==> config.mk <==
export PLATFORM = sky130hd
export DESIGN_NAME = asc_sequencer
export DESIGN_NICKNAME = d
export VERILOG_FILES = /design/src/hdl/asc_pkg.sv /design/src/hdl/asc_sequencer.sv /design/src/hdl/asc_tad_div.sv /design/src/hdl/asc_result_buf.sv
export VERILOG_INCLUDE_DIRS = /design/src /design/src/hdl
export SDC_FILE = /design/constraint.sdc
export NUM_CORES = 1
export LEC_CHECK = 0
export BUFFER_PORTS_ARGS = -buffer_cell sky130_fd_sc_hd__buf_4
export CAP_MARGIN = 20
export CORE_MARGIN = 2
export CORE_UTILIZATION = 59
export DETAILED_ROUTE_END_ITERATION = 6
export MAX_ROUTING_LAYER = met4
export PLACE_DENSITY = 0.87
export SETUP_SLACK_MARGIN = 0.15
export SKIP_CTS_REPAIR_TIMING = 1
export SYNTH_ARGS = -nofsm -noshare
export SYNTH_HDL_FRONTEND = slang
export SYNTH_SLANG_ARGS = --single-unit
==> constraint.sdc <==
create_clock -name pclk -period 4.4 [get_ports pclk]
set_input_delay 0.44 -clock pclk [delete_from_list [all_inputs] [get_ports pclk]]
set_output_delay 0.44 -clock pclk [all_outputs]
set_load 0.02 [all_outputs]
==> src/hdl/asc_regs.svh <==
/*
 * Register offsets, field positions, reset values and timing counts of the
 * A/D sample and convert sequencer.
 * Assumes a 32-bit APB slave with one aligned word per register.
 */
`ifndef ASC_REGS_SVH
`define ASC_REGS_SVH

// ****************************************************************
// Register byte offsets
// ****************************************************************
`define ASC_OFF_CTRL_LOW     12'h000
`define ASC_OFF_CTRL_HIGH    12'h004
`define ASC_OFF_CTRL_THREE   12'h008
`define ASC_OFF_STATUS       12'h00C
`define ASC_OFF_BUF_BASE     12'h040
`define ASC_OFF_BUF_LAST     12'h07C

// ****************************************************************
// Field positions
// ****************************************************************
`define ASC_LOW_DONE_BIT     0
`define ASC_LOW_SAMPLE_BIT   1
`define ASC_LOW_AUTO_BIT     2
`define ASC_LOW_TRIG_LSB     4
`define ASC_HIGH_ENABLE_BIT  7
`define ASC_THREE_DIV_LSB    0
`define ASC_THREE_SAMPLE_TIME_COUNT_LSB   8
`define ASC_THREE_RC_BIT     15

// ****************************************************************
// Trigger codes, reset values and counts
// ****************************************************************
`define ASC_TRIG_SOFTWARE    4'h0
`define ASC_TRIG_CLOCKED     4'h7
`define ASC_RST_DIVIDER      8'h00
`define ASC_RST_SAMPLE_TIME_COUNT         5'h00
`define ASC_CONV_TAD         4'hC
`define ASC_BUF_DEPTH        16
`define ASC_DATA_W           12

`endif

==> src/hdl/asc_pkg.sv <==
/*
 * Types shared by the A/D sequencer modules.
 * Assumes asc_regs.svh is compiled alongside.
 */
package asc_pkg;

    // Sequencer phases; code 2'b11 is unused
    typedef enum logic [1:0] {
        ASC_ST_IDLE    = 2'b00,
        ASC_ST_SAMPLE  = 2'b01,
        ASC_ST_CONVERT = 2'b10
    } asc_state_t;

    typedef logic [3:0] asc_ptr_t;

endpackage

==> src/hdl/asc_sequencer.sv <==
/*
 * A/D enable and sample/convert sequencer with APB registers and result buffer.
 * Assumes conv_data holds the result by the twelfth conversion clock tick and
 * rc_tick and ext_trigger are one-cycle pulses synchronous to pclk.
 */
// The address map and the APB interface to the registers were chosen for this implementation.
`timescale 1ns/1ps
`default_nettype none
`include "asc_regs.svh"

// Behaviour
// - Enable bit powers the converter; zero shuts digital and analog parts off.
// - Control register contents are kept while the converter is disabled, except the sample bit, which clears.
// - Disable and re-enable leave result buffer words untouched.
// - Without auto-sample, setting the sample bit starts sampling.
// - Software trigger: clearing the sample bit ends sampling, starts conversion.
// - Manual mode: no new sampling until software sets the sample bit.
// - Auto-sample: new sampling begins whenever a conversion completes.
// - Auto-sample: next sampling phase uses the next channel.
// - Sample bit reads sampling state; conversion start clears done; completion sets done, reset clears it.
// - Clearing auto-sample finishes current sequence, then stops restarting.
// - Selected trigger ends sampling; four-bit field selects the trigger.
// - Auto-sample with software trigger: completion sets the sample bit again.
// - Clocked trigger: count programmed conversion clocks from sampling start.
// - Clocked trigger with auto-sample runs sequences back to back.
// - Every conversion completes on the twelfth conversion clock tick after its start.
// - Sequencing runs on the conversion clock, RC or divided clock.
// - Divided clock period is two oscillator periods times divider plus one.
// - RC select uses the RC clock and ignores the divider.
module asc_sequencer
    import asc_pkg::*;
(
    input  wire logic        pclk,
    input  wire logic        presetn,
    input  wire logic        psel,
    input  wire logic        penable,
    input  wire logic        pwrite,
    input  wire logic [11:0] paddr,
    input  wire logic [31:0] pwdata,
    output logic [31:0]      prdata,
    output logic             pready,
    output logic             pslverr,
    input  wire logic        rc_tick,
    input  wire logic        ext_trigger,
    input  wire logic [11:0] conv_data,
    output logic             analog_power,
    output logic             sh_sample,
    output logic             conv_active,
    output logic [3:0]       channel_sel
);

    // ****************************************************************
    // Decoding helpers and state
    // ****************************************************************

    // Word offset hit within the 12-bit address window
    function automatic logic addr_hit(input logic [11:0] a, input logic [11:0] off);
        addr_hit = (a[11:2] == off[11:2]);
    endfunction

    function automatic logic is_buf(input logic [11:0] a);
        is_buf = (a[11:2] >= `ASC_OFF_BUF_BASE >> 2) && (a[11:2] <= `ASC_OFF_BUF_LAST >> 2);
    endfunction

    asc_state_t  state_q;
    logic        enable_q;
    logic        auto_q;
    logic [3:0]  trig_q;
    logic [7:0]  div_q;
    logic [4:0]  sample_time_count_q;
    logic        rc_sel_q;
    logic        sample_q;
    logic        done_q;
    logic [4:0]  sample_control_cnt_q;
    logic [3:0]  conv_cnt_q;
    asc_ptr_t    wr_ptr_q;
    logic [31:0] prdata_q;
    logic        pready_q;
    logic        pslverr_q;
    logic        conv_active_q;

    logic        tad_tick;
    logic        wr_en, rd_setup, mapped, sw_low_wr;
    logic        start_conv, conv_done;
    logic [11:0] buf_rd;

    // ****************************************************************
    // APB access decode
    // ****************************************************************

    // Write takes effect only at the access edge where pready is high
    assign wr_en     = psel && penable && pready_q && pwrite;
    assign rd_setup  = psel && !penable;
    assign mapped    = addr_hit(paddr, `ASC_OFF_CTRL_LOW) || addr_hit(paddr, `ASC_OFF_CTRL_HIGH)
                    || addr_hit(paddr, `ASC_OFF_CTRL_THREE) || addr_hit(paddr, `ASC_OFF_STATUS)
                    || is_buf(paddr);
    assign sw_low_wr = wr_en && addr_hit(paddr, `ASC_OFF_CTRL_LOW) && enable_q;

    // No wait state: answer prepared during setup, presented in the first access cycle
    always_ff @(posedge pclk or negedge presetn)
    begin
        if (!presetn)
        begin
            pready_q  <= 1'b0;
            pslverr_q <= 1'b0;
        end
        else
        begin
            pready_q  <= rd_setup;
            pslverr_q <= rd_setup && !mapped;
        end
    end

    // Read data mux, sampled in the setup cycle
    always_ff @(posedge pclk or negedge presetn)
    begin
        if (!presetn)
            prdata_q <= 32'h0000_0000;
        else if (rd_setup)
        begin
            prdata_q <= 32'h0000_0000;
            if (addr_hit(paddr, `ASC_OFF_CTRL_LOW))
            begin
                prdata_q[`ASC_LOW_TRIG_LSB +: 4]  <= trig_q;
                prdata_q[`ASC_LOW_AUTO_BIT]       <= auto_q;
                prdata_q[`ASC_LOW_SAMPLE_BIT]     <= sample_q;
                prdata_q[`ASC_LOW_DONE_BIT]       <= done_q;
            end
            else if (addr_hit(paddr, `ASC_OFF_CTRL_HIGH))
                prdata_q[`ASC_HIGH_ENABLE_BIT] <= enable_q;
            else if (addr_hit(paddr, `ASC_OFF_CTRL_THREE))
            begin
                prdata_q[`ASC_THREE_DIV_LSB +: 8]  <= div_q;
                prdata_q[`ASC_THREE_SAMPLE_TIME_COUNT_LSB +: 5] <= sample_time_count_q;
                prdata_q[`ASC_THREE_RC_BIT]        <= rc_sel_q;
            end
            else if (addr_hit(paddr, `ASC_OFF_STATUS))
                prdata_q[7:0] <= {wr_ptr_q, conv_cnt_q};
            else if (is_buf(paddr))
                prdata_q[11:0] <= buf_rd;
        end
    end

    // ****************************************************************
    // Control registers
    // ****************************************************************

    // Control fields; dropping enable leaves every other field but the sample bit as it is.
    // The trigger field is not locked while enabled: software keeps off it.
    always_ff @(posedge pclk or negedge presetn)
    begin
        if (!presetn)
        begin
            enable_q <= 1'b0;
            trig_q   <= `ASC_TRIG_SOFTWARE;
            auto_q   <= 1'b0;
            div_q    <= `ASC_RST_DIVIDER;
            sample_time_count_q   <= `ASC_RST_SAMPLE_TIME_COUNT;
            rc_sel_q <= 1'b0;
        end
        else if (wr_en && addr_hit(paddr, `ASC_OFF_CTRL_HIGH))
            enable_q <= pwdata[`ASC_HIGH_ENABLE_BIT];
        else if (wr_en && addr_hit(paddr, `ASC_OFF_CTRL_LOW))
        begin
            trig_q <= pwdata[`ASC_LOW_TRIG_LSB +: 4];
            auto_q <= pwdata[`ASC_LOW_AUTO_BIT];
        end
        else if (wr_en && addr_hit(paddr, `ASC_OFF_CTRL_THREE))
        begin
            div_q    <= pwdata[`ASC_THREE_DIV_LSB +: 8];
            sample_time_count_q   <= pwdata[`ASC_THREE_SAMPLE_TIME_COUNT_LSB +: 5];
            rc_sel_q <= pwdata[`ASC_THREE_RC_BIT];
        end
    end

    // ****************************************************************
    // Conversion clock and sampling end
    // ****************************************************************
    asc_tad_div u_tad (
        .pclk      (pclk),
        .presetn   (presetn),
        .run       (enable_q),
        .rc_select (rc_sel_q),
        .rc_tick   (rc_tick),
        .divider   (div_q),
        .tad_tick  (tad_tick)
    );

    // Sampling ends on a written zero, a tick count or an external pulse
    always_comb
    begin
        start_conv = 1'b0;
        if (state_q == ASC_ST_SAMPLE)
        begin
            if (trig_q == `ASC_TRIG_SOFTWARE)
                start_conv = sw_low_wr && !pwdata[`ASC_LOW_SAMPLE_BIT];
            else if (trig_q == `ASC_TRIG_CLOCKED)
                start_conv = tad_tick && (sample_control_cnt_q + 5'h01 >= sample_time_count_q);
            else
                start_conv = ext_trigger;
        end
    end

    assign conv_done = (state_q == ASC_ST_CONVERT) && tad_tick
                    && (conv_cnt_q == `ASC_CONV_TAD - 4'h1);

    // ****************************************************************
    // Sequencer
    // ****************************************************************

    // Phase machine; disable returns to idle immediately.
    always_ff @(posedge pclk or negedge presetn)
    begin
        if (!presetn)
            state_q <= ASC_ST_IDLE;
        else if (!enable_q)
            state_q <= ASC_ST_IDLE;
        else
        begin
            unique case (state_q)
                ASC_ST_IDLE:
                    if (sw_low_wr && pwdata[`ASC_LOW_SAMPLE_BIT])
                        state_q <= ASC_ST_SAMPLE;
                ASC_ST_SAMPLE:
                    if (start_conv)
                        state_q <= ASC_ST_CONVERT;
                    else if (sw_low_wr && !pwdata[`ASC_LOW_SAMPLE_BIT])
                        state_q <= ASC_ST_IDLE;
                ASC_ST_CONVERT:
                    if (conv_done)
                        state_q <= auto_q ? ASC_ST_SAMPLE : ASC_ST_IDLE;
                default:
                    state_q <= ASC_ST_IDLE;
            endcase
        end
    end

    // Sample bit mirrors sampling; writes ignored while converting.
    always_ff @(posedge pclk or negedge presetn)
    begin
        if (!presetn)
            sample_q <= 1'b0;
        else if (!enable_q)
            sample_q <= 1'b0;
        else if (conv_done)
            sample_q <= auto_q;
        else if (start_conv)
            sample_q <= 1'b0;
        else if (sw_low_wr && state_q != ASC_ST_CONVERT)
            sample_q <= pwdata[`ASC_LOW_SAMPLE_BIT];
    end

    // Done falls with the conversion start, rises with the buffer write
    always_ff @(posedge pclk or negedge presetn)
    begin
        if (!presetn)
            done_q <= 1'b0;
        else if (conv_done)
            done_q <= 1'b1;
        else if (start_conv)
            done_q <= 1'b0;
    end

    // Sample time counter, restarted at every sampling start
    always_ff @(posedge pclk or negedge presetn)
    begin
        if (!presetn)
            sample_control_cnt_q <= 5'h00;
        else if (state_q != ASC_ST_SAMPLE)
            sample_control_cnt_q <= 5'h00;
        else if (tad_tick && sample_control_cnt_q != 5'h1F)
            sample_control_cnt_q <= sample_control_cnt_q + 5'h01;
    end

    // Conversion length counter; an abort discards the partial count
    always_ff @(posedge pclk or negedge presetn)
    begin
        if (!presetn)
            conv_cnt_q <= 4'h0;
        else if (state_q != ASC_ST_CONVERT)
            conv_cnt_q <= 4'h0;
        else if (tad_tick)
            conv_cnt_q <= conv_cnt_q + 4'h1;
    end

    // Write pointer is also the channel index; disable keeps it.
    always_ff @(posedge pclk or negedge presetn)
    begin
        if (!presetn)
            wr_ptr_q <= 4'h0;
        else if (conv_done)
            wr_ptr_q <= wr_ptr_q + 4'h1;
    end

    // Analog side handshakes
    always_ff @(posedge pclk or negedge presetn)
    begin
        if (!presetn)
            conv_active_q <= 1'b0;
        else if (!enable_q || conv_done)
            conv_active_q <= 1'b0;
        else if (start_conv)
            conv_active_q <= 1'b1;
    end

    // ****************************************************************
    // Result buffer and outputs
    // ****************************************************************
    asc_result_buf u_buf (
        .pclk    (pclk),
        .hw_we   (conv_done),
        .hw_addr (wr_ptr_q),
        .hw_data (conv_data),
        .sw_we   (wr_en && is_buf(paddr)),
        .sw_addr (paddr[5:2]),
        .sw_data (pwdata[11:0]),
        .rd_addr (paddr[5:2]),
        .rd_data (buf_rd)
    );

    // Every output comes straight from a flip-flop
    assign prdata       = prdata_q;
    assign pready       = pready_q;
    assign pslverr      = pslverr_q;
    assign analog_power = enable_q;
    assign sh_sample    = sample_q;
    assign conv_active  = conv_active_q;
    assign channel_sel  = wr_ptr_q;

endmodule

`default_nettype wire

==> src/hdl/asc_tad_div.sv <==
/*
 * Conversion clock enable: one-cycle pulse per conversion clock period,
 * taken either from the prescaled bus clock or from the RC tick input.
 * Assumes pclk is the instruction clock (half the oscillator rate).
 */
`timescale 1ns/1ps
`default_nettype none

module asc_tad_div
    import asc_pkg::*;
(
    input  wire logic       pclk,
    input  wire logic       presetn,
    input  wire logic       run,
    input  wire logic       rc_select,
    input  wire logic       rc_tick,
    input  wire logic [7:0] divider,
    output logic            tad_tick
);

    logic [7:0] cnt_q;

    // Period = 2/Fosc * (divider + 1) = (divider + 1) pclk cycles
    always_ff @(posedge pclk or negedge presetn)
    begin
        if (!presetn)
            cnt_q <= 8'h00;
        else if (!run || rc_select || cnt_q >= divider)
            cnt_q <= 8'h00;
        else
            cnt_q <= cnt_q + 8'h01;
    end

    // RC source overrides the divider entirely
    always_comb
    begin
        if (!run)
            tad_tick = 1'b0;
        else if (rc_select)
            tad_tick = rc_tick;
        else
            tad_tick = (cnt_q >= divider);
    end

endmodule

`default_nettype wire

==> src/hdl/asc_result_buf.sv <==
/*
 * Result buffer words: one write port shared by the sequencer and software,
 * one asynchronous read port for the bus.
 * Contents are never cleared, not even by reset of the sequencer state.
 */
`timescale 1ns/1ps
`default_nettype none
`include "asc_regs.svh"

module asc_result_buf
    import asc_pkg::*;
(
    input  wire logic        pclk,
    input  wire logic        hw_we,
    input  wire asc_ptr_t    hw_addr,
    input  wire logic [11:0] hw_data,
    input  wire logic        sw_we,
    input  wire asc_ptr_t    sw_addr,
    input  wire logic [11:0] sw_data,
    input  wire asc_ptr_t    rd_addr,
    output logic [11:0]      rd_data
);

    logic [11:0] mem [`ASC_BUF_DEPTH];

    // Conversion write beats a same-cycle software write
    always_ff @(posedge pclk)
    begin
        if (hw_we)
            mem[hw_addr] <= hw_data;
        else if (sw_we)
            mem[sw_addr] <= sw_data;
    end

    assign rd_data = mem[rd_addr];

endmodule

`default_nettype wire

======== Word-level counts from Yosys, hierarchy flattened ========
Memories as Yosys holds them, arrays and structs flattened.
Cells that the tools add are included.
storage, ports and cells
  memory bits (writable) .................. 192
  word-level logic and storage cells ...... 130
  memories kept ........................... 1
  bits of input ports ..................... 63
  register bits ........................... 62
operators by class
  equality and inequality tests ........... 14
  reduce and logical (&&, ||, !) cells .... 40
  multiplexer cells ....................... 48
  bitwise logic cells ..................... 2
  add/subtract/negate cells ............... 4
  magnitude comparators ................... 4
memory list
  name       words  width  read ports  clocked after Yosys merged registers in  wr ports  RTL line              source
  u_buf.mem  16     12     1           0                                        1         asc_result_buf.sv:24  logic [11:0] mem [`ASC_BUF_DEPTH];
operators with widths
  cell                                                                                   number
  12-bit 2-to-1 mux                                                                      3
  1-bit 2-to-1 mux                                                                       26
  10-bit by 2-bit == test with 1-bit output (second input constant)                      2
  4-bit 2-to-1 mux                                                                       5
  5-bit 2-to-1 mux                                                                       4
  1-bit logical AND                                                                      18
  8-bit 2-to-1 mux                                                                       2
  12-bit OR reduction                                                                    1
  10-bit by 1-bit == test with 1-bit output (second input constant)                      1
  10-bit by 5-bit greater-or-equal comparator with 1-bit output (second input constant)  1
  10-bit by 5-bit <= comparator with 1-bit output (second input constant)                1
  10-bit zero test                                                                       1
  2-bit 2-to-1 mux                                                                       5
  4-bit by 1-bit adder with 4-bit output (second input constant)                         2
  8-bit by 1-bit adder with 8-bit output (second input constant)                         1
  8-bit greater-or-equal comparator                                                      1
  2-bit nonzero test                                                                     4
  1-bit logical OR                                                                       7
  7-bit 2-to-1 mux                                                                       1
  3-bit inequality test (second input constant)                                          2
  2-bit one-hot mux with 3 select lines                                                  1
  3-bit AND reduction                                                                    2
  5-bit by 1-bit adder with 5-bit output (second input constant)                         1
  5-bit greater-or-equal comparator                                                      1
  other kinds (15)                                                                       19

======== Logic depth before layout (Yosys ltp) ========
Gate-level depths: netlist of the first run.
  depth after elaboration ................. 11
  mapped depth ............................ 9

======== By module ========
From an unflattened synthesis of the first run, not the netlist that was laid out.
unflattened totals
  cells, all modules ...................... 688
  area, all modules ....................... 11155.7 µm²
by module, submodules not included
  module          area an instance (µm²)  cells each  instances  sequential area each (µm²)
  asc_result_buf  7617.3                  347         1          5765.5
  asc_sequencer   2946.6                  280         1          1351.3
  asc_tad_div     591.8                   61          1          200.2

======== Least setup slack after synthesis of the first run ========
OpenSTA, ideal clock, no wires.
  path kind ............................... flip-flop to flip-flop
  start point ............................. register u_tad.cnt_q[6]
  end point ............................... memory u_buf.mem[0][0] (enable)
  arrival ................................. 3.185 ns
  stages on the path, launching flop included .. 8
  buffers on the path ..................... 1
  required time ........................... 3.983 ns
  slack ................................... 0.798 ns
  setup time .............................. 0.417 ns
  path through ............................ dfrtp_1 -> ha_1 -> a21o_1 -> a2111oi_0 -> o31a_2 -> o211ai_4 -> buf_4 -> o41ai_1
on the way
  longest elaborated chain between the ends .. 9
  elaborated cells between the ends (all ways) .. 12
  those cells by class .................... 1 x order compare; 8 x mux; 3 x reduce/logical
RTL lines
  item                                                            RTL line              source
  start, declared                                                 asc_tad_div.sv:21     logic [7:0] cnt_q;
  start signal, assigned                                          asc_tad_div.sv:31     cnt_q <= cnt_q + 8'h01;
  8-bit greater-or-equal comparator (*)                           asc_tad_div.sv:42     tad_tick = (cnt_q >= divider);
  1-bit 2-to-1 mux (*)                                            asc_tad_div.sv:39     else if (rc_select)
  1-bit 2-to-1 mux (*)                                            asc_tad_div.sv:37     if (!run)
  1-bit logical AND (*) (2 in series)                             asc_sequencer.sv:204  assign conv_done = (state_q == ASC_ST_CONVERT) && tad_tick
  1-bit 2-to-1 mux                                                asc_result_buf.sv:29  if (hw_we)
  1-bit 2-to-1 mux (implied by the code)                          asc_result_buf.sv:32  mem[sw_addr] <= sw_data;
  12-bit OR reduction (no line)                                   -
  4-bit 2-to-1 mux (no line) or 1-bit 2-to-1 mux (tied branches)  -
  end, declared                                                   asc_result_buf.sv:24
Every way passes the cells marked *; elsewhere a longest branch is shown, timed or not.

======== Worst setup path in the final report of the first run ========
  start point ............................. register u_tad.cnt_q[0]
  end point ............................... memory u_buf.mem[10][11] (enable)
The elaborated chain is that of the path after synthesis.

==> results of run 1 <==
==> cell type report <==
class	instances	area, um2	area share (%)
repair buffers	82	616	4.90
clock inverters	16	160	1.28
well taps	229	287	2.28
multi-input cells	342	3450	27.5
inverters	20	75.1	0.598
flip-flops and latches	254	7320	58.3
clock buffers	29	651	5.18
==> cells in the final DEF, fill, tap and decap left out, types with 3 or more instances in the layout <==
cell type	count
xor2_1	7
nand2_1	30
o22ai_1	10
nor3_1	7
a222oi_1	5
and3_1	5
a22oi_1	5
nand3_1	24
xnor2_1	10
edfxtp_1	192
ha_1	18
mux2i_1	3
mux2_2	34
nand2b_1	8
nand3b_1	3
o21ai_0	11
a31oi_1	3
o32ai_2	3
a21o_1	3
conb_1	18
clkinv_1	8
buf_4	82
nor2_1	27
nor4_1	5
clkbuf_1	3
nand4_1	3
or2_2	3
clkbuf_16	25
bufinv_16	3
inv_1	20
mux4_1	5
dfrtp_1	62
clkinv_2	4
mux4_2	56
a21oi_1	3
==> worst max path at each step <==
stage	startpoint	to	slack, ns	cells after the start
floorplan	u_tad.cnt_q[6]$_DFF_PN0_	u_buf.mem[0][0]$_DFFE_PP_	0.80	7
global placement	u_tad.cnt_q[0]$_DFF_PN0_	u_buf.mem[14][9]$_DFFE_PP_	0.98	9
detailed placement	u_tad.cnt_q[0]$_DFF_PN0_	u_buf.mem[10][8]$_DFFE_PP_	0.88	9
CTS	u_tad.cnt_q[0]$_DFF_PN0_	u_buf.mem[10][11]$_DFFE_PP_	0.85	9
global route	u_tad.cnt_q[0]$_DFF_PN0_	u_buf.mem[3][0]$_DFFE_PP_	0.65	9
finish	u_tad.cnt_q[0]$_DFF_PN0_	u_buf.mem[10][11]$_DFFE_PP_	0.76	9
==> synth_stat cells (2+ instances only) <==
library cell / count
nand4_1: 3
nor2_1: 27
mux2i_1: 3
and4_1: 2
edfxtp_1: 192
a21o_1: 3
a22o_1: 2
dfrtp_1: 62
and3_1: 5
xor2_1: 7
ha_1: 18
o32ai_1: 3
o22ai_1: 10
mux4_2: 56
o41ai_1: 2
a222oi_1: 5
nand3b_1: 3
buf_4: 20
o21ai_0: 11
nand2b_1: 8
mux2_2: 34
or2_2: 3
a2111oi_0: 2
a31o_2: 2
nand3_1: 24
a21oi_1: 3
nor4_4: 2
mux4_1: 5
nor4_1: 5
xnor2_1: 10
inv_1: 20
nand2_1: 30
buf_2: 11
nor3_1: 7
a31oi_1: 3
nor3b_1: 2
clkbuf_1: 17
a22oi_1: 5
a32o_1: 2
==> flip-flops by register name (all words and copies together), names as in the netlist, 4 cells and up <==
register and flops:
sample_time_count_q 5, prdata 14, sample_control_cnt_q 5, channel_sel 4
u_buf.mem 192, conv_cnt_q 4, u_tad.cnt_q 8, trig_q 4
div_q 8
==> critical path: cells and delay by family (launching register included) <==
kind	cells	cell delay, ns
AO/OA/AOI/OAI	4	1.51
AND/OR/NAND/NOR	2	0.68
flip-flops	1	0.44
buffers and inverters	2	0.40
adder cells (fa/ha/maj)	1	0.28
==> layer usage <==
metal | global-route usage [%] | vias up | part of all wire (%)
met2 | 45.0 | 356 | 50
met3 | 5.06 | 110 | 8.0
li1 | - | 2681 | -
met5 | - | - | 0
met4 | 10.3 | 0 | 4.5
met1 | 35.2 | 3262 | 38
==> stage by stage <==
stage          area, um2  cells  power, mW
2_1_floorplan      11100    666       2.79
3_3_place_gp       11700    927       2.85
3_5_place_dp       11700    927       2.86
4_1_cts            12600    972       4.97
5_1_grt            12600    972       5.08
6_report           12600    972       4.95
==> cell families after synthesis <==
family          Yosys count
compound gates           61
xor+xnor                 17
fa+ha+maj                18
buf+inv                  70
flops                   254
mux                      98
other cells               1
simple gates            130
==> power groups by stage <==
stage | Clock [mW] | Combinational [mW] | Sequential [mW]
floorplan | 0 | 0.148 | 2.64
global route | 2.24 | 0.249 | 2.59
detailed placement | 0 | 0.229 | 2.64
finish | 2.13 | 0.232 | 2.59
CTS | 2.15 | 0.233 | 2.59
global placement | 0 | 0.218 | 2.64
==> metrics.cfg, run 1 <==
[outcome]
status = complete, but fails checks
violations = negative hold slack

[synth]
synth-seq-area-share_pct = 66.4
gate_count_after_technology_mapping = 649
post-synth-top-area-cell = edfxtp_1
yosysUniqueCellTypes = 59
yosys.area_share.simple_pct = 6.37
synth_async_sr_flop_share_pct = 24.4
synth_top_family_by_area = multiplexers
yosysWarnings = 0
number_of_storage_elements_in_the_synthesis_netlist = 254
netlist.area_leader.share_pct = 52.3
synthesis.area_per_instance_um2 = 17.0
synth_area_um2 = 11000
post_synth_mux_area_share_pct = 16.4
synth_xor_area_share_pct = 1.35
ys.flop_type = edfxtp_1
synth-compound-area-share_pct = 4.17
count_of_flip_flops_with_a_built_in_enable_after_synthesis = 192
synthesized_area_fraction_occupied_by_adder_cells_pct = 2.04
synthTopCellsByArea = edfxtp_1 52%, dfrtp_1 14%, mux4_2 11%

[power_and_ir_drop]
power_frac_seq_pct = 52.2
p_comb_share_pct = 4.7
vdd_ir_drop_max_uv = 349
intPower_mw = 3.91
pwr_density_cell_nw_per_um2 = 395
fraction_of_power_spent_switching_nets_pct = 21.0
clock_power_share_pct = 43.1
power_leakage_nw = 4.66
switching_power_mw = 1.04

[cts]
clock_tree_from_tritoncts = yes
htree_levels = 1
cts_root_buf = clkbuf_16
clock_insertion_delay_worst_skew_ns = 0.54
clock_pin_slew_reported_for_the_worst_setup_and_hold_paths_after_clock_tree_synthesis_ns = 0.06
maximum_root_to_sink_buffer_count = 3
clock-sinks = 254
cts-buffers-inserted = 25

[grt]
globalRoute.totalOverflow = 0
grt_start_max_net_pins = 63
via_count_of_the_first_global_routing_pass = 6587
grt_usage_pct = 27.6
grt_first_pass_wirelength_mm = 39.2
number_of_antenna_violations_at_the_first_check_in_global_routing = 0

[setup_path]
crit_type = flip-flop to flip-flop
critPathMaxFanout = 19
r2r_cells = 9
timing.reg2reg.setup_slack_ns = 0.76
timing.critical_path.slowest_stage_cell = or3_1
setup.worst_path.end_class = flip-flop
startpoint_type = flip-flop
timing.critical_path.required_ns = 4.61
max_stage_delay_ns = 0.53
critical_path.cell_chain = inv_1, ha_1, nand2b_1, a2111oi_0, o31a_2, o211ai_4, or3_1, o22ai_1, buf_4
worstReg2RegEnd = u_buf.mem[10][11]$_DFFE_PP_
critPathArrivalTime_ns = 3.85
worstReg2RegStart = u_tad.cnt_q[0]$_DFF_PN0_

[layout]
antenna_cells_inserted = 0
final_layout_size_suffix_gt1_share_pct = 30.0
syn2layout_area_growth_pct = 13.9
finish.utilization_pct = 69.2
num-nets-final = 806
n_fill_cell = 1118

[sta]
layout_min_cycle_time_ns = 3.64
setup_ws_ns = 0.762
final-max-slew-violation-count = 0
worstMarginPinSlew_ns = 0.979
timing.max_slew.rel_slack_pct = 34.3
rsz0062_at_grt = no
whs_ns = -0.0143
clock_skew_ns = 0.0154
setup-violations-final = 0
finalHoldViolations = 15
setup_total_negative_slack_ns = 0
final_clock_period_utilization_by_the_worst_path_pct = 82.7
max_freq_mhz = 275

[floorplan]
die_width_um = 141
core_region_area_um2 = 18100
die_height_um = 141
ios = 104
floorplan.initialDensity_pct = 60.7
die_area_um2 = 19800
rows = 49

[routing]
dr.first_iter.drc_count = 622
via_count = 6409
vias_per_cell = 6.59
drc = 0
ant_nets = 0
finalWirelength_mm = 25.9
dr.pass1.iters = 5
post_drt_wl_per_cell_um = 26.7

[placement]
final_wtd_congestion = 0.919
io_buffers = 65
pre_cts_setup_slack_ns = 0.878
post_detail_place_hpwl_mm = 15.8

[worst_hold_path]
worst_min_delay_path_category = primary input to async pin

[flow_run]
max_cap_violations = 0

No activity file was read; power rests on OpenSTA's default activity.
==> inputs of run 2 (changes only) <==
--- a/config.mk
+++ b/config.mk
@@ -9,10 +9,10 @@
 export BUFFER_PORTS_ARGS = -buffer_cell sky130_fd_sc_hd__buf_4
 export CAP_MARGIN = 20
 export CORE_MARGIN = 2
-export CORE_UTILIZATION = 59
+export CORE_UTILIZATION = 53
 export DETAILED_ROUTE_END_ITERATION = 6
 export MAX_ROUTING_LAYER = met4
-export PLACE_DENSITY = 0.87
+export PLACE_DENSITY = 0.83
 export SETUP_SLACK_MARGIN = 0.15
 export SKIP_CTS_REPAIR_TIMING = 1
 export SYNTH_ARGS = -nofsm -noshare
==> constraint.sdc (replaced) <==
create_clock -name pclk -period 3.2 [get_ports pclk]
set_input_delay 0.32 -clock pclk [delete_from_list [all_inputs] [get_ports pclk]]
set_output_delay 0.32 -clock pclk [all_outputs]
set_load 0.02 [all_outputs]
==> run 2 against run 1 <==
Net effect: the flow now finishes without violations; design area is 2.7% higher; combinational power is 37% higher; global-route usage is 3.8 points lower; die area is 11% higher; routed wire length is 1.8% lower; largest cell class unchanged; clock skew is 0.0018 ns higher; critical path depth is 1 higher; sequential power is 37% higher; highest routed layer unchanged; register-to-register slack worse by 0.62 ns; maximum frequency is 19% higher; sequential share of layout area is 1.5 points lower; non-clock buffer count is 22 higher.
==> metrics.cfg, run 2 (synthesis gave the netlist of run 1 again) <==
[grt]
grt_usage_pct = 23.8  ; -3.8 points
grt_start_max_net_pins = 63  ; unchanged
number_of_antenna_violations_at_the_first_check_in_global_routing = 0  ; unchanged
grt_first_pass_wirelength_mm = 38.5  ; -2.0%
via_count_of_the_first_global_routing_pass = 6577  ; -0.15%
globalRoute.totalOverflow = 0  ; unchanged

[worst_hold_path]
min_from = pwdata[12]
worst_min_delay_path_category = primary input to flip-flop

[floorplan]
die_area_um2 = 22000  ; +11%
floorplan.initialDensity_pct = 54.3  ; -6.4 points
rows = 52  ; +6.1%
die_width_um = 148  ; +5.4%
core_region_area_um2 = 20300  ; +12%
die_height_um = 148  ; +5.4%
ios = 104  ; unchanged

[power_and_ir_drop]
vdd_ir_drop_max_uv = 293  ; -16%
pwr_density_cell_nw_per_um2 = 519  ; +32%
power_mw = 6.69  ; +35%
power_leakage_nw = 4.79  ; +2.9%

[cts]
clock-sinks = 254  ; unchanged
htree_levels = 1  ; unchanged
clock_insertion_delay_worst_skew_ns = 0.53  ; about the same
clock_pin_slew_reported_for_the_worst_setup_and_hold_paths_after_clock_tree_synthesis_ns = 0.06  ; about the same
maximum_root_to_sink_buffer_count = 3  ; unchanged
cts-buffers-inserted = 26  ; +4.0%
clock_tree_from_tritoncts = yes
cts_root_buf = clkbuf_16

[placement]
post_detail_place_hpwl_mm = 16.2  ; +2.3%
pre_cts_setup_slack_ns = 0.0369  ; -0.842 ns
place_inst = 984  ; +6.1%
final_wtd_congestion = 0.916  ; -0.27%
io_buffers = 65  ; unchanged

[sta]
layout_min_cycle_time_ns = 3.06  ; -0.582 ns
finalHoldViolations = 0  ; -15
final_clock_period_utilization_by_the_worst_path_pct = 95.5  ; +13 points
max_freq_mhz = 327  ; +19%
clock_skew_ns = 0.0172  ; +0.00179 ns
setup-violations-final = 0  ; unchanged
rsz0062_at_grt = no
final-max-slew-violation-count = 0  ; unchanged
worstMarginPinSlew_ns = 1.03  ; +0.0534 ns
setup_ws_ns = 0.144  ; -0.618 ns
timing.max_slew.rel_slack_pct = 31.2  ; -3.1 points
whs_ns = 0.0363  ; +0.0506 ns

[layout]
max_flop_register = u_buf.mem
layout.cells.most_common = edfxtp_1
largest_register_ffs = 192  ; unchanged
final_layout_size_suffix_gt1_share_pct = 33.3  ; +3.3 points
syn2layout_area_growth_pct = 17.0
antenna_cells_inserted = 0  ; unchanged
final-instance-count-excl-fill = 1038  ; +6.8%
layout.cells.most_common_list = 192 x edfxtp_1, 95 x buf_4, 62 x dfrtp_1
num-nets-final = 829  ; +2.9%

[setup_path]
critPathArrivalTime_ns = 3.28  ; -0.57 ns
crit_type = flip-flop to flip-flop
critPathMaxFanout = 9  ; -10
crit_path_start = div_q[6]$_DFFE_PN0P_
timing.critical_path.required_ns = 3.43  ; -1.18 ns
setup.worst_path.end_class = flip-flop
startpoint_type = flip-flop
worstReg2RegStart = div_q[6]$_DFFE_PN0P_

[routing]
ant_nets = 0  ; unchanged
vias_per_cell = 6.25  ; -5.2%
post_drt_wl_per_cell_um = 24.6  ; -8.0%
drc = 0  ; unchanged
dr.first_iter.drc_count = 648  ; +4.2%
via_count = 6491  ; +1.3%
finalWirelength_mm = 25.5  ; -1.8%
dr.pass1.iters = 5  ; unchanged

[flow_run]
max_cap_violations = 0  ; unchanged

[outcome]
status = finished clean

## run 2: cell types whose count changed in the layout (fill, tap and decap cells not counted), moves of 3 or more
cell,change
buf_4,+13
clkbuf_1,+5
clkinv_1,-5
o22ai_1,-5
buf_6,+4
clkinv_2,+3
o22ai_2,+3
## run 2: stage by stage
step | cell area, um2 | setup TNS [ns] | util (%)
finish | 12900 | 0 | 63.5
global route | 12900 | 0 | 63.5
detailed placement | 11900 | 0 | 58.7
global placement | 11900 | -0.152 | 58.7
floorplan | 11100 | -9.65 | -
CTS | 12700 | 0 | 62.7
## run 2: per-layer routing
layer	share of wire (%)	vias to the layer above	GRT usage [%]
met5	0	-	-
met4	2.7	0	6.76
met3	8.7	66	3.74
li1	-	2732	-
met2	51	358	40.0
met1	37	3335	30.5
## run 2: final timing paths
path | endpoint | slack (ns) | cells after the start
worst max-delay path | u_buf.mem[13][2]$_DFFE_PP_ | 0.14 | 10
worst min-delay path | sample_time_count_q[4]$_DFFE_PN0P_ | 0.04 | 2
worst max register to register | u_buf.mem[13][2]$_DFFE_PP_ | 0.14 | 10
worst min register to register | prdata[12]$_DFFE_PN0P_ | 0.51 | 1
max in group asynchronous | div_q[7]$_DFFE_PN0P_ | 2.27 | 2
min in group asynchronous | prdata[15]$_DFFE_PN0P_ | 0.42 | 2
## run 2: area by class of cell
class | count | area (um2)
Fill cell | 1373 | 7410
Clock buffer | 35 | 694
Inverter | 20 | 75.1
Clock inverter | 13 | 101
Sequential cell | 254 | 7320
Timing Repair Buffer | 104 | 848
Multi-Input combinational cell | 342 | 3520
Tap cell | 270 | 338
## run 2: report_power, final
| group | leakage, nW | switching, mW | internal (mW) |
|---|---|---|---|
| Clock | 0.395 | 1.21 | 1.61 |
| Sequential | 2.59 | 0.00311 | 3.55 |
| Combinational | 1.81 | 0.186 | 0.131 |
## run 2: worst max-delay path, stage by stage, from the launching register on
cell	delay, ns
dfrtp_1	0.39
inv_2	0.09
ha_4	0.20
a21o_1	0.19
a2111oi_2	0.40
o31a_2	0.27
o211ai_4	0.12
buf_12	0.17
nand3b_1	0.35
o22ai_4	0.38
buf_8	0.20
==> inputs of run 3 (changes only) <==
--- a/config.mk
+++ b/config.mk
@@ -6,6 +6,7 @@
 export SDC_FILE = /design/constraint.sdc
 export NUM_CORES = 1
 export LEC_CHECK = 0
+export ABC_AREA = 1
 export BUFFER_PORTS_ARGS = -buffer_cell sky130_fd_sc_hd__buf_4
 export CAP_MARGIN = 20
 export CORE_MARGIN = 2
==> run 3 against run 2 <==
Net effect: non-clock buffer count up 5; highest routed layer unchanged; synthesized cell count rose by 52%; area after synthesis increased by 0.20%; hold slack worse by 0.017 ns; maximum frequency rose by 6.8%; clock power down 3%; clock skew decreased by 0.0065 ns.
==> metrics.cfg, run 3 <==
[worst_hold_path]
worst_min_delay_path_category = primary input to flip-flop
timing.hold.worst_path_depth = 3  ; +1
min_from = pwdata[6]
hold-path-endpoint = trig_q[2]$_DFFE_PN0P_

[layout]
antenna_cells_inserted = 0  ; unchanged
final-instance-count-excl-fill = 1379  ; +33%
n_fill_cell = 1481  ; +7.9%
max_flop_register = u_buf.mem
layout.cells.most_common_list = 192 x edfxtp_1, 168 x nand2_1, 110 x nor2_1
largest_register_ffs = 192  ; unchanged
final_design_area_no_fill_um2 = 12800  ; -0.78%
syn2layout_area_growth_pct = 15.8
final_layout_size_suffix_gt1_share_pct = 16.9  ; -16 points
layout.cells.most_common = edfxtp_1
num-nets-final = 1173  ; +41%

[sta]
setup-violations-final = 0  ; unchanged
finalHoldViolations = 0  ; unchanged
final-max-slew-violation-count = 0  ; unchanged
clock_skew_ns = 0.0107  ; -0.00649 ns
whs_ns = 0.0195  ; -0.0168 ns
layout_min_cycle_time_ns = 2.86  ; -0.193 ns
worstMarginPinSlew_ns = 0.798  ; -0.235 ns
final_clock_period_utilization_by_the_worst_path_pct = 89.5  ; -6.0 points
rsz0062_at_grt = no
timing.max_slew.rel_slack_pct = 46.8  ; +16 points
setup_total_negative_slack_ns = 0  ; unchanged
max_freq_mhz = 349  ; +6.8%

[routing]
dr.pass1.iters = 7  ; +2
drc = 0  ; unchanged
post_drt_wl_per_cell_um = 19.6  ; -20%
dr.first_iter.drc_count = 945  ; +46%
ant_nets = 0  ; unchanged
vias_per_cell = 5.83  ; -6.7%
finalWirelength_mm = 27.0  ; +6.1%
via_count = 8045  ; +24%

[synth]
yosysWarnings = 0  ; unchanged
synth-seq-area-share_pct = 66.3  ; -0.14 points
synth_async_sr_flop_share_pct = 24.4  ; unchanged
post-synth-top-area-cell = edfxtp_1
yosysUniqueCellTypes = 44  ; -25%
synthTopCellsByArea = edfxtp_1 52%, dfrtp_1 14%, nand2_1 5.7%
synthesis.area_per_instance_um2 = 11.2  ; -34%
synth.top_cells.by_count = 192 x edfxtp_1, 168 x nand2_1, 114 x nor2_1, 86 x inv_1, 67 x o21ai_0
yosys.cell_count.top_type = edfxtp_1
netlist.area_leader.share_pct = 52.2  ; -0.11 points
ys.flop_type = edfxtp_1
synth_area_um2 = 11000  ; +0.20%
count_of_flip_flops_with_a_built_in_enable_after_synthesis = 192  ; unchanged
number_of_storage_elements_in_the_synthesis_netlist = 254  ; unchanged
gate_count_after_technology_mapping = 989  ; +52%

[outcome]
status = finished clean

[floorplan]
floorplan.initialDensity_pct = 54.2  ; -0.063 points
die_area_um2 = 22000  ; +0.20%
ios = 104  ; unchanged
die_height_um = 148  ; about the same
core_region_area_um2 = 20400  ; +0.32%
rows = 52  ; unchanged
die_width_um = 148  ; about the same

[setup_path]
critical_path.most_common_cell = nand2_1
timing.critical_path.required_ns = 3.42  ; about the same
critPathMaxFanout = 13  ; +4
crit_type = flip-flop to flip-flop
r2r_cells = 16  ; +6
critical_path.cell_chain = ha_1, inv_1, nand2_1, nand2_1, nand2_1, nand2_1, nand2_1, nand2_1, nand2_1, nand4_4, nand2_4, nand2_1, o21ai_1, nand2_1, nor2_1, buf_4
critPathArrivalTime_ns = 3.08  ; -0.20 ns
startpoint_type = flip-flop
worstReg2RegEnd = u_buf.mem[7][8]$_DFFE_PP_
worstReg2RegStart = div_q[0]$_DFFE_PN0P_
max_stage_delay_ns = 0.44  ; +0.04 ns
timing.critical_path.slowest_stage_cell = dfrtp_1
timing.reg2reg.setup_slack_ns = 0.34  ; +0.19 ns
setup.worst_path.end_class = flip-flop

[placement]
final_wtd_congestion = 0.901  ; -1.7%
placement.cell_area_um2 = 12000  ; +0.45%
io_buffers = 65  ; unchanged
place_inst = 1333  ; +35%
post_detail_place_hpwl_mm = 17.9  ; +11%

[power_and_ir_drop]
pwr_density_cell_nw_per_um2 = 541  ; +4.1%
vdd_ir_drop_max_uv = 325  ; +11%
power_leakage_nw = 5.10  ; +6.4%

[grt]
via_count_of_the_first_global_routing_pass = 7680  ; +17%
number_of_antenna_violations_at_the_first_check_in_global_routing = 0  ; unchanged
grt_first_pass_wirelength_mm = 41.3  ; +7.4%
grt_start_max_net_pins = 63  ; unchanged
grt_usage_pct = 25.1  ; +1.3 points
globalRoute.totalOverflow = 0  ; unchanged

[cts]
htree_levels = 1  ; unchanged
cts-buffers-inserted = 25  ; -3.8%
clock_insertion_delay_worst_skew_ns = 0.53  ; about the same
cts_root_buf = clkbuf_16
maximum_root_to_sink_buffer_count = 3  ; unchanged
clock_pin_slew_reported_for_the_worst_setup_and_hold_paths_after_clock_tree_synthesis_ns = 0.07  ; about the same
clock_tree_from_tritoncts = yes
clock-sinks = 254  ; unchanged

[flow_run]
max_cap_violations = 0  ; unchanged

run 3: changes by cell type in the layout (fill, tap and decap cells not counted), sizes merged, moves of 42 or more:
cell and change:
nor2 +91, nand2 +145, o22ai +42, mux4 -61
inv +71, o21ai +60
run 3: per-layer routing:
layer | vias up | share of wire [%] | global-route usage (%)
met5 | - | 0 | -
met4 | 0 | 4.5 | 10.7
met3 | 95 | 8.8 | 3.47
met2 | 446 | 48 | 39.5
met1 | 3864 | 39 | 33.1
li1 | 3640 | - | -
run 3: stage by stage:
stage	util, %	power [mW]	setup slack [ns]
2_1_floorplan	-	4.03	0.549
3_3_place_gp	58.8	4.23	0.384
3_5_place_dp	58.8	4.24	0.332
4_1_cts	62.5	6.92	0.297
5_1_grt	62.8	7.10	0.169
6_report	62.8	6.91	0.338
run 3: cells by family after synthesis:
family / share of synthesized area [%]
DFF: 66.3
xor gates and xnor gates: 0.555
and+or+nand+nor: 15.4
buffers and inverters: 5.68
other: 0.0340
adders and majority gates: 2.04
AOI/OAI and AO/OA: 10.1
run 3: worst max-delay path by stage:
| stage | startpoint | end | slack, ns | cells past startpoint |
|---|---|---|---|---|
| floorplan | u_tad.cnt_q[0]$_DFF_PN0_ | u_buf.mem[14][0]$_DFFE_PP_ | 0.55 | 17 |
| global placement | div_q[0]$_DFFE_PN0P_ | u_buf.mem[3][11]$_DFFE_PP_ | 0.38 | 16 |
| detailed placement | u_tad.cnt_q[0]$_DFF_PN0_ | u_buf.mem[3][11]$_DFFE_PP_ | 0.33 | 17 |
| CTS | u_tad.cnt_q[0]$_DFF_PN0_ | u_buf.mem[3][4]$_DFFE_PP_ | 0.30 | 17 |
| finish | div_q[0]$_DFFE_PN0P_ | u_buf.mem[7][8]$_DFFE_PP_ | 0.34 | 16 |
| global route | u_tad.cnt_q[0]$_DFF_PN0_ | u_buf.mem[7][8]$_DFFE_PP_ | 0.17 | 17 |
run 3: layout make-up:
| cell class | count | area, um2 | share of cell area, % |
|---|---|---|---|
| inverters | 91 | 344 | 2.69 |
| clock buffers | 33 | 666 | 5.20 |
| clock inverters | 11 | 86.3 | 0.675 |
| multi-input cells | 611 | 3210 | 25.1 |
| flip-flops and latches | 254 | 7320 | 57.2 |
| repair buffers | 109 | 833 | 6.51 |
| well taps | 270 | 338 | 2.64 |
run 3: power breakdown:
group          internal [mW]  leakage [nW]  switching (mW)  total, mW
Sequential              3.59          2.51          0.0295       3.62
Clock                   1.54         0.358            1.19       2.73
Combinational          0.191          2.23           0.376      0.567
Total                   5.32          5.10            1.59       6.91
run 3: worst max-delay path, delay by kind of cell (launching register included):
kind	cells	cell delay (ns)
and+or+nand+nor	12	1.35
DFF	1	0.44
adders and majority gates	1	0.30
buffers and inverters	2	0.30
AOI/OAI and AO/OA	1	0.16
